## config.mk

```make
export PLATFORM = sky130hd
export DESIGN_NAME = ssl_link
export DESIGN_NICKNAME = d
export VERILOG_FILES = /design/src/hw/ssl_pkg.sv /design/src/hw/ssl_sync.sv /design/src/hw/ssl_fifo.sv /design/src/hw/ssl_link.sv
export VERILOG_INCLUDE_DIRS = /design/src /design/src/hw
export SDC_FILE = /design/constraint.sdc
export NUM_CORES = 1
export LEC_CHECK = 0
export BUFFER_PORTS_ARGS = -buffer_cell sky130_fd_sc_hd__buf_4
export CORE_MARGIN = 3
export CORE_UTILIZATION = 61
export DETAILED_ROUTE_END_ITERATION = 16
export GPL_TIMING_DRIVEN = 0
export PLACE_DENSITY = 0.84
export SLEW_MARGIN = 20
export SYNTH_ARGS = -nofsm -noshare
export SYNTH_HDL_FRONTEND = slang
export SYNTH_SLANG_ARGS = --single-unit
export TNS_END_PERCENT = 50
```

## constraint.sdc

```tcl
create_clock -name clock -period 4.51 [get_ports clock]
set_input_delay 0.451 -clock clock [delete_from_list [all_inputs] [get_ports clock]]
set_output_delay 0.451 -clock clock [all_outputs]
set_load 0.02 [all_outputs]
```

## src/hw/ssl_map.svh

```systemverilog
`ifndef SSL_MAP_SVH
`define SSL_MAP_SVH

// Local clock
`define SSL_CLK_PERIOD_NS 8

// Serial byte framing
`define SSL_BYTE_BITS 8
`define SSL_BIT_CNT_W 3
`define SSL_LAST_BIT 3'h7
`define SSL_RX_WORD_W 9
`define SSL_RX_FIRST_BIT 8
`define SSL_IDLE_BYTE 8'hFF

// Receive buffer depth
`define SSL_BUF_DEPTH 2

// Self-timed write durations (typical) and the ceilings they must respect
`define SSL_PAGE_WRITE_MS 1
`define SSL_PAGE_WRITE_MAX_MS 5
`define SSL_PAGE_WRITE_CYC ((`SSL_PAGE_WRITE_MS * 1000000) / `SSL_CLK_PERIOD_NS)
`define SSL_PAGE_WRITE_MAX_CYC \
  ((`SSL_PAGE_WRITE_MAX_MS * 1000000) / `SSL_CLK_PERIOD_NS)
`define SSL_BYTE_WRITE_US 25
`define SSL_BYTE_WRITE_MAX_US 100
`define SSL_BYTE_WRITE_CYC ((`SSL_BYTE_WRITE_US * 1000) / `SSL_CLK_PERIOD_NS)
`define SSL_BUSY_W 17

// Deselect to standby, longest time, less the pin-to-state latency
`define SSL_IDLE_MAX_US 8
`define SSL_DESEL_LAT 4
`define SSL_IDLE_CYC \
  (((`SSL_IDLE_MAX_US * 1000) / `SSL_CLK_PERIOD_NS) - `SSL_DESEL_LAT)
`define SSL_IDLE_W 10

// Synchroniser reset levels: select and pause idle high, clock low
`define SSL_SYNC_W 4
`define SSL_SYNC_RESET 4'h9

`endif

```

## src/hw/ssl_pkg.sv

```systemverilog
`include "ssl_map.svh"

package ssl_pkg;

  typedef logic [`SSL_BYTE_BITS-1:0] ssl_byte_t;
  typedef logic [`SSL_RX_WORD_W-1:0] ssl_rxword_t;

  typedef enum logic [1:0] {
    LINK_IDLE,
    LINK_SHIFT,
    LINK_HOLD
  } ssl_link_e;

  typedef struct packed {
    ssl_link_e link;
    logic sckPrev;
    logic [`SSL_BIT_CNT_W-1:0] bitCnt;
    ssl_byte_t rxShift;
    ssl_byte_t txShift;
    logic txArmed;
    logic firstByte;
    logic overrun;
    logic standby;
    logic [`SSL_IDLE_W-1:0] idleCnt;
    logic busy;
    logic pageKind;
    logic [`SSL_BUSY_W-1:0] busyCnt;
  } ssl_link_s;

endpackage

```

## src/hw/ssl_sync.sv

```systemverilog
`timescale 1ns/1ps
`default_nettype none

module ssl_sync #(
  parameter int WIDTH = 4,
  parameter logic [WIDTH-1:0] RESET_VAL = '0
) (
  // Clock and reset
  input wire logic clock,
  input wire logic rst_n,
  // Asynchronous levels in, synchronised levels out
  input wire logic [WIDTH-1:0] asyncIn,
  output logic [WIDTH-1:0] syncOut
);
  import ssl_pkg::*;

  typedef struct packed {
    logic [WIDTH-1:0] stage1;
    logic [WIDTH-1:0] stage2;
  } ssl_sync_s;

  ssl_sync_s st_ff;
  ssl_sync_s nxt_st;

  always_comb begin
    nxt_st = st_ff;
    nxt_st.stage1 = asyncIn;
    nxt_st.stage2 = st_ff.stage1;
  end

  always_ff @(posedge clock or negedge rst_n) begin
    if (!rst_n) begin
      st_ff <= {RESET_VAL, RESET_VAL};
    end else begin
      st_ff <= nxt_st;
    end
  end

  assign syncOut = st_ff.stage2;

endmodule // ssl_sync

`default_nettype wire

```

## src/hw/ssl_fifo.sv

```systemverilog
`timescale 1ns/1ps
`default_nettype none

module ssl_fifo #(
  parameter int WIDTH = 9,
  parameter int DEPTH = 2
) (
  // Clock and reset
  input wire logic clock,
  input wire logic rst_n,
  // Fill side
  input wire logic inValid,
  input wire logic [WIDTH-1:0] inData,
  output logic inReady,
  // Drain side
  output logic outValid,
  output logic [WIDTH-1:0] outData,
  input wire logic outReady
);
  import ssl_pkg::*;

  localparam int AW = (DEPTH > 1) ? $clog2(DEPTH) : 1;
  localparam int CW = $clog2(DEPTH + 1);
  localparam logic [AW-1:0] LAST = AW'(DEPTH - 1);
  localparam logic [CW-1:0] FULL = CW'(DEPTH);

  typedef struct packed {
    logic [DEPTH-1:0][WIDTH-1:0] mem;
    logic [AW-1:0] wrPtr;
    logic [AW-1:0] rdPtr;
    logic [CW-1:0] count;
  } ssl_fifo_s;

  ssl_fifo_s st_ff;
  ssl_fifo_s nxt_st;
  logic doPush;
  logic doPop;

  assign inReady = (st_ff.count != FULL);
  assign outValid = (st_ff.count != '0);
  assign outData = st_ff.mem[st_ff.rdPtr];
  assign doPush = inValid & inReady;
  assign doPop = outValid & outReady;

  always_comb begin
    nxt_st = st_ff;
    if (doPush) begin
      nxt_st.mem[st_ff.wrPtr] = inData;
      nxt_st.wrPtr = (st_ff.wrPtr == LAST) ? '0 : st_ff.wrPtr + 1'b1;
    end
    if (doPop) begin
      nxt_st.rdPtr = (st_ff.rdPtr == LAST) ? '0 : st_ff.rdPtr + 1'b1;
    end
    if (doPush && !doPop) begin
      nxt_st.count = st_ff.count + 1'b1;
    end else if (doPop && !doPush) begin
      nxt_st.count = st_ff.count - 1'b1;
    end
  end

  always_ff @(posedge clock or negedge rst_n) begin
    if (!rst_n) begin
      st_ff <= '0;
    end else begin
      st_ff <= nxt_st;
    end
  end

endmodule // ssl_fifo

`default_nettype wire

```

## src/hw/ssl_link.sv

```systemverilog
// Overview of operation
// - Select low activates the serial logic
// - Select high deselects, heads to standby
// - Deselected: ignore input, output high impedance
// - Sample input bits on rising serial clock
// - Launch output bits on falling serial clock
// - Pause low freezes sequence, resumes intact
// - Page write self-timed, within page duration
// - Byte write self-timed, within byte duration
// - Standby reached within limit after deselect
// - Bytes shifted most significant bit first
`timescale 1ns/1ps
`default_nettype none
`include "ssl_map.svh"

module ssl_link #(
  parameter int PAGE_WRITE_CYCLES = `SSL_PAGE_WRITE_CYC,
  parameter int BUF_DEPTH = `SSL_BUF_DEPTH
) (
  // Clock and reset
  input wire logic clock,
  input wire logic rst_n,
  // Serial pins
  input wire logic selectN,
  input wire logic sckPin,
  input wire logic serial_in_line,
  input wire logic pauseN,
  output logic serial_out_line,
  output logic serialOutEn,
  // Received bytes toward the command logic
  output logic rxValid,
  output ssl_pkg::ssl_byte_t rxData,
  output logic rxFirst,
  input wire logic rxReady,
  // Bytes to send
  input wire logic txValid,
  input wire ssl_pkg::ssl_byte_t txData,
  output logic txReady,
  // Self-timed write control
  input wire logic writeStart,
  input wire logic writeIsPage,
  output logic writeBusy,
  // Link status
  output logic linkSelected,
  output logic linkStandby,
  output logic rxOverrun
);
  import ssl_pkg::*;

  localparam logic [`SSL_BUSY_W-1:0] PAGE_CYC =
    `SSL_BUSY_W'(PAGE_WRITE_CYCLES);
  localparam logic [`SSL_BUSY_W-1:0] BYTE_CYC =
    `SSL_BUSY_W'(`SSL_BYTE_WRITE_CYC);
  localparam logic [`SSL_IDLE_W-1:0] IDLE_CYC =
    `SSL_IDLE_W'(`SSL_IDLE_CYC);

  ssl_link_s st_ff;
  ssl_link_s nxt_st;
  logic [`SSL_SYNC_W-1:0] pinSync;
  logic csS;
  logic sckS;
  logic dinS;
  logic pauseS;
  logic sckRise;
  logic sckFall;
  logic pushValid;
  logic pushReady;
  ssl_rxword_t pushData;
  ssl_rxword_t popData;

  // Every pin crosses two flip-flops before use
  ssl_sync #(
    .WIDTH(`SSL_SYNC_W),
    .RESET_VAL(`SSL_SYNC_RESET)
  ) u_sync (
    .clock(clock),
    .rst_n(rst_n),
    .asyncIn({selectN, sckPin, serial_in_line, pauseN}),
    .syncOut(pinSync)
  );

  assign csS = pinSync[3];
  assign sckS = pinSync[2];
  assign dinS = pinSync[1];
  assign pauseS = pinSync[0];

  assign sckRise = sckS & ~st_ff.sckPrev;
  assign sckFall = ~sckS & st_ff.sckPrev;

  // Completed byte: MSB arrived first, last bit taken from the synchronised input, not the shift register
  assign pushData = {st_ff.firstByte, st_ff.rxShift[6:0], dinS};

  always_comb begin
    nxt_st = st_ff;
    pushValid = 1'b0;
    txReady = 1'b0;
    nxt_st.sckPrev = sckS;
    case (st_ff.link)
      LINK_IDLE: begin
        if (!csS) begin
          nxt_st.link = LINK_SHIFT;
          nxt_st.bitCnt = '0;
          nxt_st.txArmed = 1'b0;
          nxt_st.firstByte = 1'b1;
          nxt_st.overrun = 1'b0;
          nxt_st.standby = 1'b0;
          nxt_st.idleCnt = '0;
        end else if (!st_ff.standby) begin
          if (st_ff.idleCnt >= IDLE_CYC - 1'b1) begin
            nxt_st.standby = 1'b1;
          end else begin
            nxt_st.idleCnt = st_ff.idleCnt + 1'b1;
          end
        end
      end
      LINK_SHIFT: begin
        if (csS) begin
          nxt_st.link = LINK_IDLE;
          nxt_st.txArmed = 1'b0;
          nxt_st.idleCnt = '0;
        end else if (!pauseS) begin
          nxt_st.link = LINK_HOLD;
        end else begin
          if (sckRise) begin
            nxt_st.rxShift = {st_ff.rxShift[6:0], dinS};
            nxt_st.bitCnt = st_ff.bitCnt + 1'b1;
            if (st_ff.bitCnt == `SSL_LAST_BIT) begin
              pushValid = 1'b1;
              nxt_st.firstByte = 1'b0;
              if (!pushReady) begin
                nxt_st.overrun = 1'b1;
              end
            end
          end
          if (sckFall) begin
            if (st_ff.bitCnt == '0) begin
              txReady = 1'b1;
              nxt_st.txShift = txValid ? txData : `SSL_IDLE_BYTE;
              nxt_st.txArmed = st_ff.txArmed | txValid;
            end else begin
              nxt_st.txShift = {st_ff.txShift[6:0], 1'b0};
            end
          end
        end
      end
      LINK_HOLD: begin
        if (csS) begin
          nxt_st.link = LINK_IDLE;
          nxt_st.txArmed = 1'b0;
          nxt_st.idleCnt = '0;
        end else if (pauseS) begin
          nxt_st.link = LINK_SHIFT;
        end
      end
      default: begin
        nxt_st.link = LINK_IDLE;
      end
    endcase
    // Self-timed write; a start while busy is ignored
    if (st_ff.busy) begin
      if (st_ff.busyCnt == '0) begin
        nxt_st.busy = 1'b0;
      end else begin
        nxt_st.busyCnt = st_ff.busyCnt - 1'b1;
      end
    end else if (writeStart) begin
      nxt_st.busy = 1'b1;
      nxt_st.pageKind = writeIsPage;
      nxt_st.busyCnt = writeIsPage ? PAGE_CYC - 1'b1
                                   : BYTE_CYC - 1'b1;
    end
  end

  always_ff @(posedge clock or negedge rst_n) begin
    if (!rst_n) begin
      st_ff <= '{link: LINK_IDLE, sckPrev: 1'b0, bitCnt: '0, rxShift: '0,
                 txShift: '0, txArmed: 1'b0, firstByte: 1'b0,
                 overrun: 1'b0, standby: 1'b1, idleCnt: '0, busy: 1'b0,
                 pageKind: 1'b0, busyCnt: '0};
    end else begin
      st_ff <= nxt_st;
    end
  end

  // Two-entry buffer absorbs a stall by the byte consumer
  ssl_fifo #(
    .WIDTH(`SSL_RX_WORD_W),
    .DEPTH(BUF_DEPTH)
  ) u_rxbuf (
    .clock(clock),
    .rst_n(rst_n),
    .inValid(pushValid),
    .inData(pushData),
    .inReady(pushReady),
    .outValid(rxValid),
    .outData(popData),
    .outReady(rxReady)
  );

  assign rxData = popData[`SSL_BYTE_BITS-1:0];
  assign rxFirst = popData[`SSL_RX_FIRST_BIT];
  assign serial_out_line = st_ff.txShift[7];
  // Output only while selected and not paused, once a reply byte has been loaded in this frame
  assign serialOutEn = (st_ff.link == LINK_SHIFT) & st_ff.txArmed;
  assign writeBusy = st_ff.busy;
  assign linkSelected = (st_ff.link != LINK_IDLE);
  assign linkStandby = st_ff.standby;
  assign rxOverrun = st_ff.overrun;

  // Helper counters read only by the checks below
  logic [`SSL_IDLE_W:0] deselWait;
  logic [`SSL_BUSY_W:0] busyLen;
  logic [`SSL_BIT_CNT_W-1:0] riseCnt;

  always_ff @(posedge clock or negedge rst_n) begin
    if (!rst_n) begin
      deselWait <= '0;
      busyLen <= '0;
      riseCnt <= '0;
    end else begin
      deselWait <= (st_ff.link == LINK_IDLE && !st_ff.standby)
                   ? deselWait + 1'b1 : '0;
      busyLen <= st_ff.busy ? busyLen + 1'b1 : '0;
      if (st_ff.link == LINK_IDLE) begin
        riseCnt <= '0;
      end else if (st_ff.link == LINK_SHIFT && !csS && pauseS && sckRise) begin
        riseCnt <= riseCnt + 1'b1;
      end
    end
  end
endmodule // ssl_link

`default_nettype wire

```

**Word-level counts from Yosys, hierarchy flattened**

Index checks and enable logic that the tools add are counted.

- $add $sub $neg: 7
- $lt $le $gt $ge: 4
- Mux-type cells: 55
- Bitwise operators: 10
- Equal/unequal tests: 20
- Reductions and logical operators: 26

Operator list:

| kind | number |
|---|---|
| 17-bit two-way mux | 3 |
| 19-bit two-way mux | 2 |
| 9-bit two-way mux | 4 |
| 11-bit two-way mux | 3 |
| 22-bit two-way mux | 1 |
| 10-bit two-way mux | 2 |
| 2-bit two-way mux | 10 |
| 10-bit case mux with 2 select lines | 1 |
| 1-bit two-way mux | 19 |
| 18-bit bitwise mux | 1 |
| 17-bit zero test | 1 |
| 17-bit by 1-bit subtractor with 17-bit output, second input constant | 1 |
| 8-bit two-way mux | 2 |
| 2-bit != test, second input constant | 7 |
| 4-bit AND reduction | 3 |
| 6-bit AND reduction | 2 |
| 2-bit nonzero test | 6 |
| 10-bit by 1-bit adder with 10-bit output, second input constant | 1 |
| 10-bit >= comparator, second input constant | 1 |
| 9-bit demux with 1-bit select | 1 |
| 3-bit by 2-bit != test with 1-bit output, second input constant | 3 |
| 7-bit AND reduction | 1 |
| 3-bit two-way mux | 2 |
| 2-bit by 1-bit != test with 1-bit output, second input constant | 3 |
| other kinds (27) | 42 |

- Logic and storage cells: 142
- Register bits: 85
- Input bits: 18
- Output and inout bits: 17

**Longest topological paths before layout**

- Depth after elaboration: 11
- Gate-level depth with buffers: 10
- Depth with buffers taken out: 10

**Modules after synthesis**

A second synthesis with hierarchy kept.

- Cell total of the unflattened synthesis: 382
- Area, all modules: 4,086.4 um^2

Modules (own cells, without submodules):

| module | cells each | area an instance (um^2) | instances | sequential area each (um^2) |
|---|---|---|---|---|
| ssl_link | 309 | 2,820.2 | 1 | 1,327.5 |
| ssl_fifo | 65 | 1,061.0 | 1 | 550.5 |
| ssl_sync | 8 | 205.2 | 1 | 205.2 |

**Least setup slack after synthesis**

Ideal clock, no wire load.

- Path kind: reg2out
- Start point: register u_sync.st_ff (netlist bit u_sync.syncOut[0])
- End point: output txReady
- Arrival: 1,631 ps
- Path buffers: 1
- Path slack: 2,428 ps
- Required time: 4,059 ps
- Stages on the path, launching flop included: 6
- Path through: dfstp_2 > nand2_1 > nor2_1 > nand3_1 > clkbuf_1 > nor3b_1

- Cells in the longest elaborated chain, start to end: 3

Ends and longest elaborated chain:

| what | line | source |
|---|---|---|
| start, declared | ssl_sync.sv:22 | `ssl_sync_s st_ff;` |
| start signal, assigned | ssl_sync.sv:33 | `st_ff <= {RESET_VAL, RESET_VAL};` |
| start signal, assigned | ssl_sync.sv:35 | `st_ff <= nxt_st;` |
| 1-bit two-way mux | ssl_link.sv:121 | `end else if (!pauseS) begin` |
| 1-bit two-way mux | ssl_link.sv:117 | `if (csS) begin` |
| 1-bit two-way mux | ssl_link.sv:98 | `case (st_ff.link)` |
| end, declared | ssl_link.sv:38 | `output logic txReady,` |

No other way between the ends.

**Final worst setup path**

- Start point: register st_ff[54] (netlist bit)
- End point: output txReady

- Cells in the longest elaborated chain, start to end: 2

Ends and longest elaborated chain:

| what | line | source |
|---|---|---|
| start, declared | ssl_link.sv:57 | `ssl_link_s st_ff;` |
| start signal, assigned | ssl_link.sv:176 | `st_ff <= '{link: LINK_IDLE, sckPrev: 1'b0, bitCnt: '0, rxShift: '0,` |
| start signal, assigned | ssl_link.sv:181 | `st_ff <= nxt_st;` |
| 2-bit by 1-bit == test with 1-bit output | ssl_link.sv:98 |  |
| 1-bit two-way mux | ssl_link.sv:98 |  |

No other way between the ends.

==> impl_metrics.env <==
export IMPL_status="complete, no violations"
export IMPL_grt_pass1_wl_um=13400
export IMPL_drt_pass1_iterations=4
export IMPL_wl_um=8100
export IMPL_insertion_delay_ns=0.35
export IMPL_hp_class="primary input to asynchronous set/reset pin"
export IMPL_std_cell_rows=29
export IMPL_postRouteAntennaNets=0
export IMPL_yosys_area_share_simple_pct=17.6
export IMPL_fin_tns_setup_ns=0
export IMPL_leakagePower_nw=2.19
export IMPL_antenna_found_initial=0
export IMPL_diodes=0
export IMPL_holdBufCountCts=0
export IMPL_postSynth_asyncResetShare_pct=100
export IMPL_yosys_warnings=0
export IMPL_grt_max_degree=84
export IMPL_worst_slack_ns=1.92
export IMPL_cp_required_ns=4.06
export IMPL_cts_tree="built"
export IMPL_synth_edf_count=0
export IMPL_synthXorXnorAreaFrac_pct=1.50
export IMPL_use_met3_pct=5.36
export IMPL_path_max_fanout=10
export IMPL_reg2reg_depth=7
export IMPL_grt_pass1_vias=2924
export IMPL_met1_usage_pct=29.4
export IMPL_cpMaxStageDelayCell="dfrtp_1"
export IMPL_crit_chain="inv_1 -> ha_1 -> nand3_1 -> clkbuf_1 -> nor3b_1 -> buf_4"
export IMPL_busiest_layer="met2"
export IMPL_cap_viol_max_count=0
export IMPL_synth_distinct_cells=54
export IMPL_fin_crit_ns=2.59
export IMPL_layout_common_cells="dfrtp_1 (78), nand2_1 (43), mux2_2 (35)"
export IMPL_fp_dieH_um=87.9
export IMPL_postSynthAreaPerCell_sq_um=10.6
export IMPL_ys_ff_latch=83
export IMPL_p_per_area_nw_per_um2=464
export IMPL_grt_use_met2_pct=37.1
export IMPL_mostFrequentLayoutCell="dfrtp_1"
export IMPL_final_nets=458
export IMPL_coreArea_sq_um=6420
export IMPL_period_share_pct=57.4
export IMPL_fmax_mhz=387
export IMPL_slowest_delay_ns=0.42
export IMPL_overflow=0
export IMPL_cts_setup_buffers=0
export IMPL_synthMuxAreaShare_pct=11.3
export IMPL_hold_viol_final=0
export IMPL_cts_buffer_depth=2
export IMPL_finalSetupViolCount=0
export IMPL_worstPathArrival_ns=2.14
export IMPL_drc_errors=0
export IMPL_cts_resized_gates=0
export IMPL_layout_drive_gt1_share_pct=24.2
export IMPL_fin_skew_ns=0.0114
export IMPL_synth_fa_ha_area_share_pct=3.36
export IMPL_wire_per_inst_um=15.8
export IMPL_ys_seq_area_share_pct=50.9
export IMPL_synthCells=385
export IMPL_cts_buffers=9
export IMPL_ir_drop_uv=291
export IMPL_grtUsageTotal_pct=22.6
export IMPL_post_place_ws_ns=2.00
export IMPL_synth_compound_area_share_pct=12.5
export IMPL_rsz0062_at_grt="no"
export IMPL_io_buffers=33
export IMPL_place_congestion=0.930
export IMPL_cts_htree_levels=3
export IMPL_slew_viol_final=0
export IMPL_io_pin_count=35
export IMPL_clockRootBuffer="clkbuf_8"
export IMPL_start_util_pct=63.8
export IMPL_synth_top_family_by_area="simple AND/OR/NAND/NOR gates"
export IMPL_viasPerCell=6.03
export IMPL_cts_sinks=83
export IMPL_clkTransAtPathRegs_ns=0.09
export IMPL_timing_slew_headroom_pct=29.2
export IMPL_total_power_mw=2.15
export IMPL_synthFlopType="dfrtp_1"
export IMPL_drt_iter0_drc=111
export IMPL_num_vias=3081
export IMPL_critical_path_endpoint_type="output pin"
export IMPL_syn_nets=414
export IMPL_dp_hpwl_um=5560
export IMPL_areaGrowthSynthToFinish_pct=13.4
export IMPL_worst_pin_slew_ns=1.05
export IMPL_critPathKind="register to output pin"
export IMPL_start_kind="register"
export IMPL_die_area_sq_um=7730
export IMPL_die_width_um=87.9
export IMPL_netlist_area_sq_um=4100
-- critical path, delay by kind of cell, from the launching register on --
kind | cells | cell delay [ns]
flops | 1 | 0.42
buf+inv | 3 | 0.57
fa+ha+maj | 1 | 0.28
simple gates | 2 | 0.53
-- per-layer routing --
layer,up-vias,part of all wire (%)
li1,1475,-
met1,1508,44
met2,92,49
met3,6,6.2
met4,0,1.2
met5,-,0
-- synth_stat cells (all sizes together), types with 8 or more instances --
library cell	number	area (sq um)
a21oi	17	85.1
a31oi	11	68.8
clkbuf	10	37.5
dfrtp	78	1950
ha	11	138
inv	16	60.1
mux2	35	394
nand2	44	173
nand3	10	50.1
nor2	20	77.6
nor3	8	45.0
o21ai	23	115
-- cell families after synthesis --
group                    after synthesis
multiplexers                          42
adder cells (fa/ha/maj)               11
flip-flops                            83
buffers and inverters                 29
AND/OR/NAND/NOR                      133
XOR/XNOR                               7
AO/OA/AOI/OAI                         80
-- path summary, 6_finish.rpt --
| path | from | end | slack (ns) |
|---|---|---|---|
| max in group asynchronous | rst_n | st_ff[4]$_DFFE_PN0P_ | 3.89 |
| min in group clock | selectN | u_sync.nxt_st[3]$_DFF_PN1_ | 0.21 |
| hold reg to reg | u_sync.nxt_st[3]$_DFF_PN1_ | u_sync.syncOut[3]$_DFF_PN1_ | 0.36 |
| setup reg to reg | st_ff[54]$_DFFE_PN0P_ | u_rxbuf.st_ff[12]$_DFFE_PN0P_ | 1.99 |
| hold / removal | rst_n | st_ff[37]$_DFFE_PN0P_ | 0.11 |
| setup / recovery | st_ff[54]$_DFFE_PN0P_ | txReady | 1.92 |
-- registers in the layout, indices dropped and copies added, names as in the netlist --
signal / count
u_sync.nxt_st: 4
pushData: 8
rxOverrun: 1
u_sync.syncOut: 4
serial_out_line: 1
writeBusy: 1
u_rxbuf.st_ff: 22
st_ff: 41
linkStandby: 1
-- where the power goes --
part	internal, mW	switching [mW]
Sequential	0.878	0.129
Combinational	0.243	0.358
Clock	0.273	0.274
-- through the flow --
step                      std cells  hold WS, ns  area (sq um)  util [%]
after floorplan                 385        0.155          4100         -
after global placement          495        0.333          4440      69.1
after detailed placement        495        0.345          4440      69.1
after CTS                       511        0.191          4640      72.3
after global routing            511        0.167          4650      72.3
final                           511        0.113          4650      72.3
-- layout make-up --
| cell class | instances | area, sq um |
|---|---|---|
| inverter | 16 | 60.1 |
| tap | 77 | 96.3 |
| clock inverter | 5 | 60.1 |
| sequential | 83 | 2080 |
| clock buffer | 11 | 141 |
| fill | 468 | 1780 |
| buffer | 13 | 57.6 |
| timing repair buffer | 33 | 251 |
| multi-input combinational | 273 | 1900 |
No activity file was read; power rests on OpenSTA's default activity.
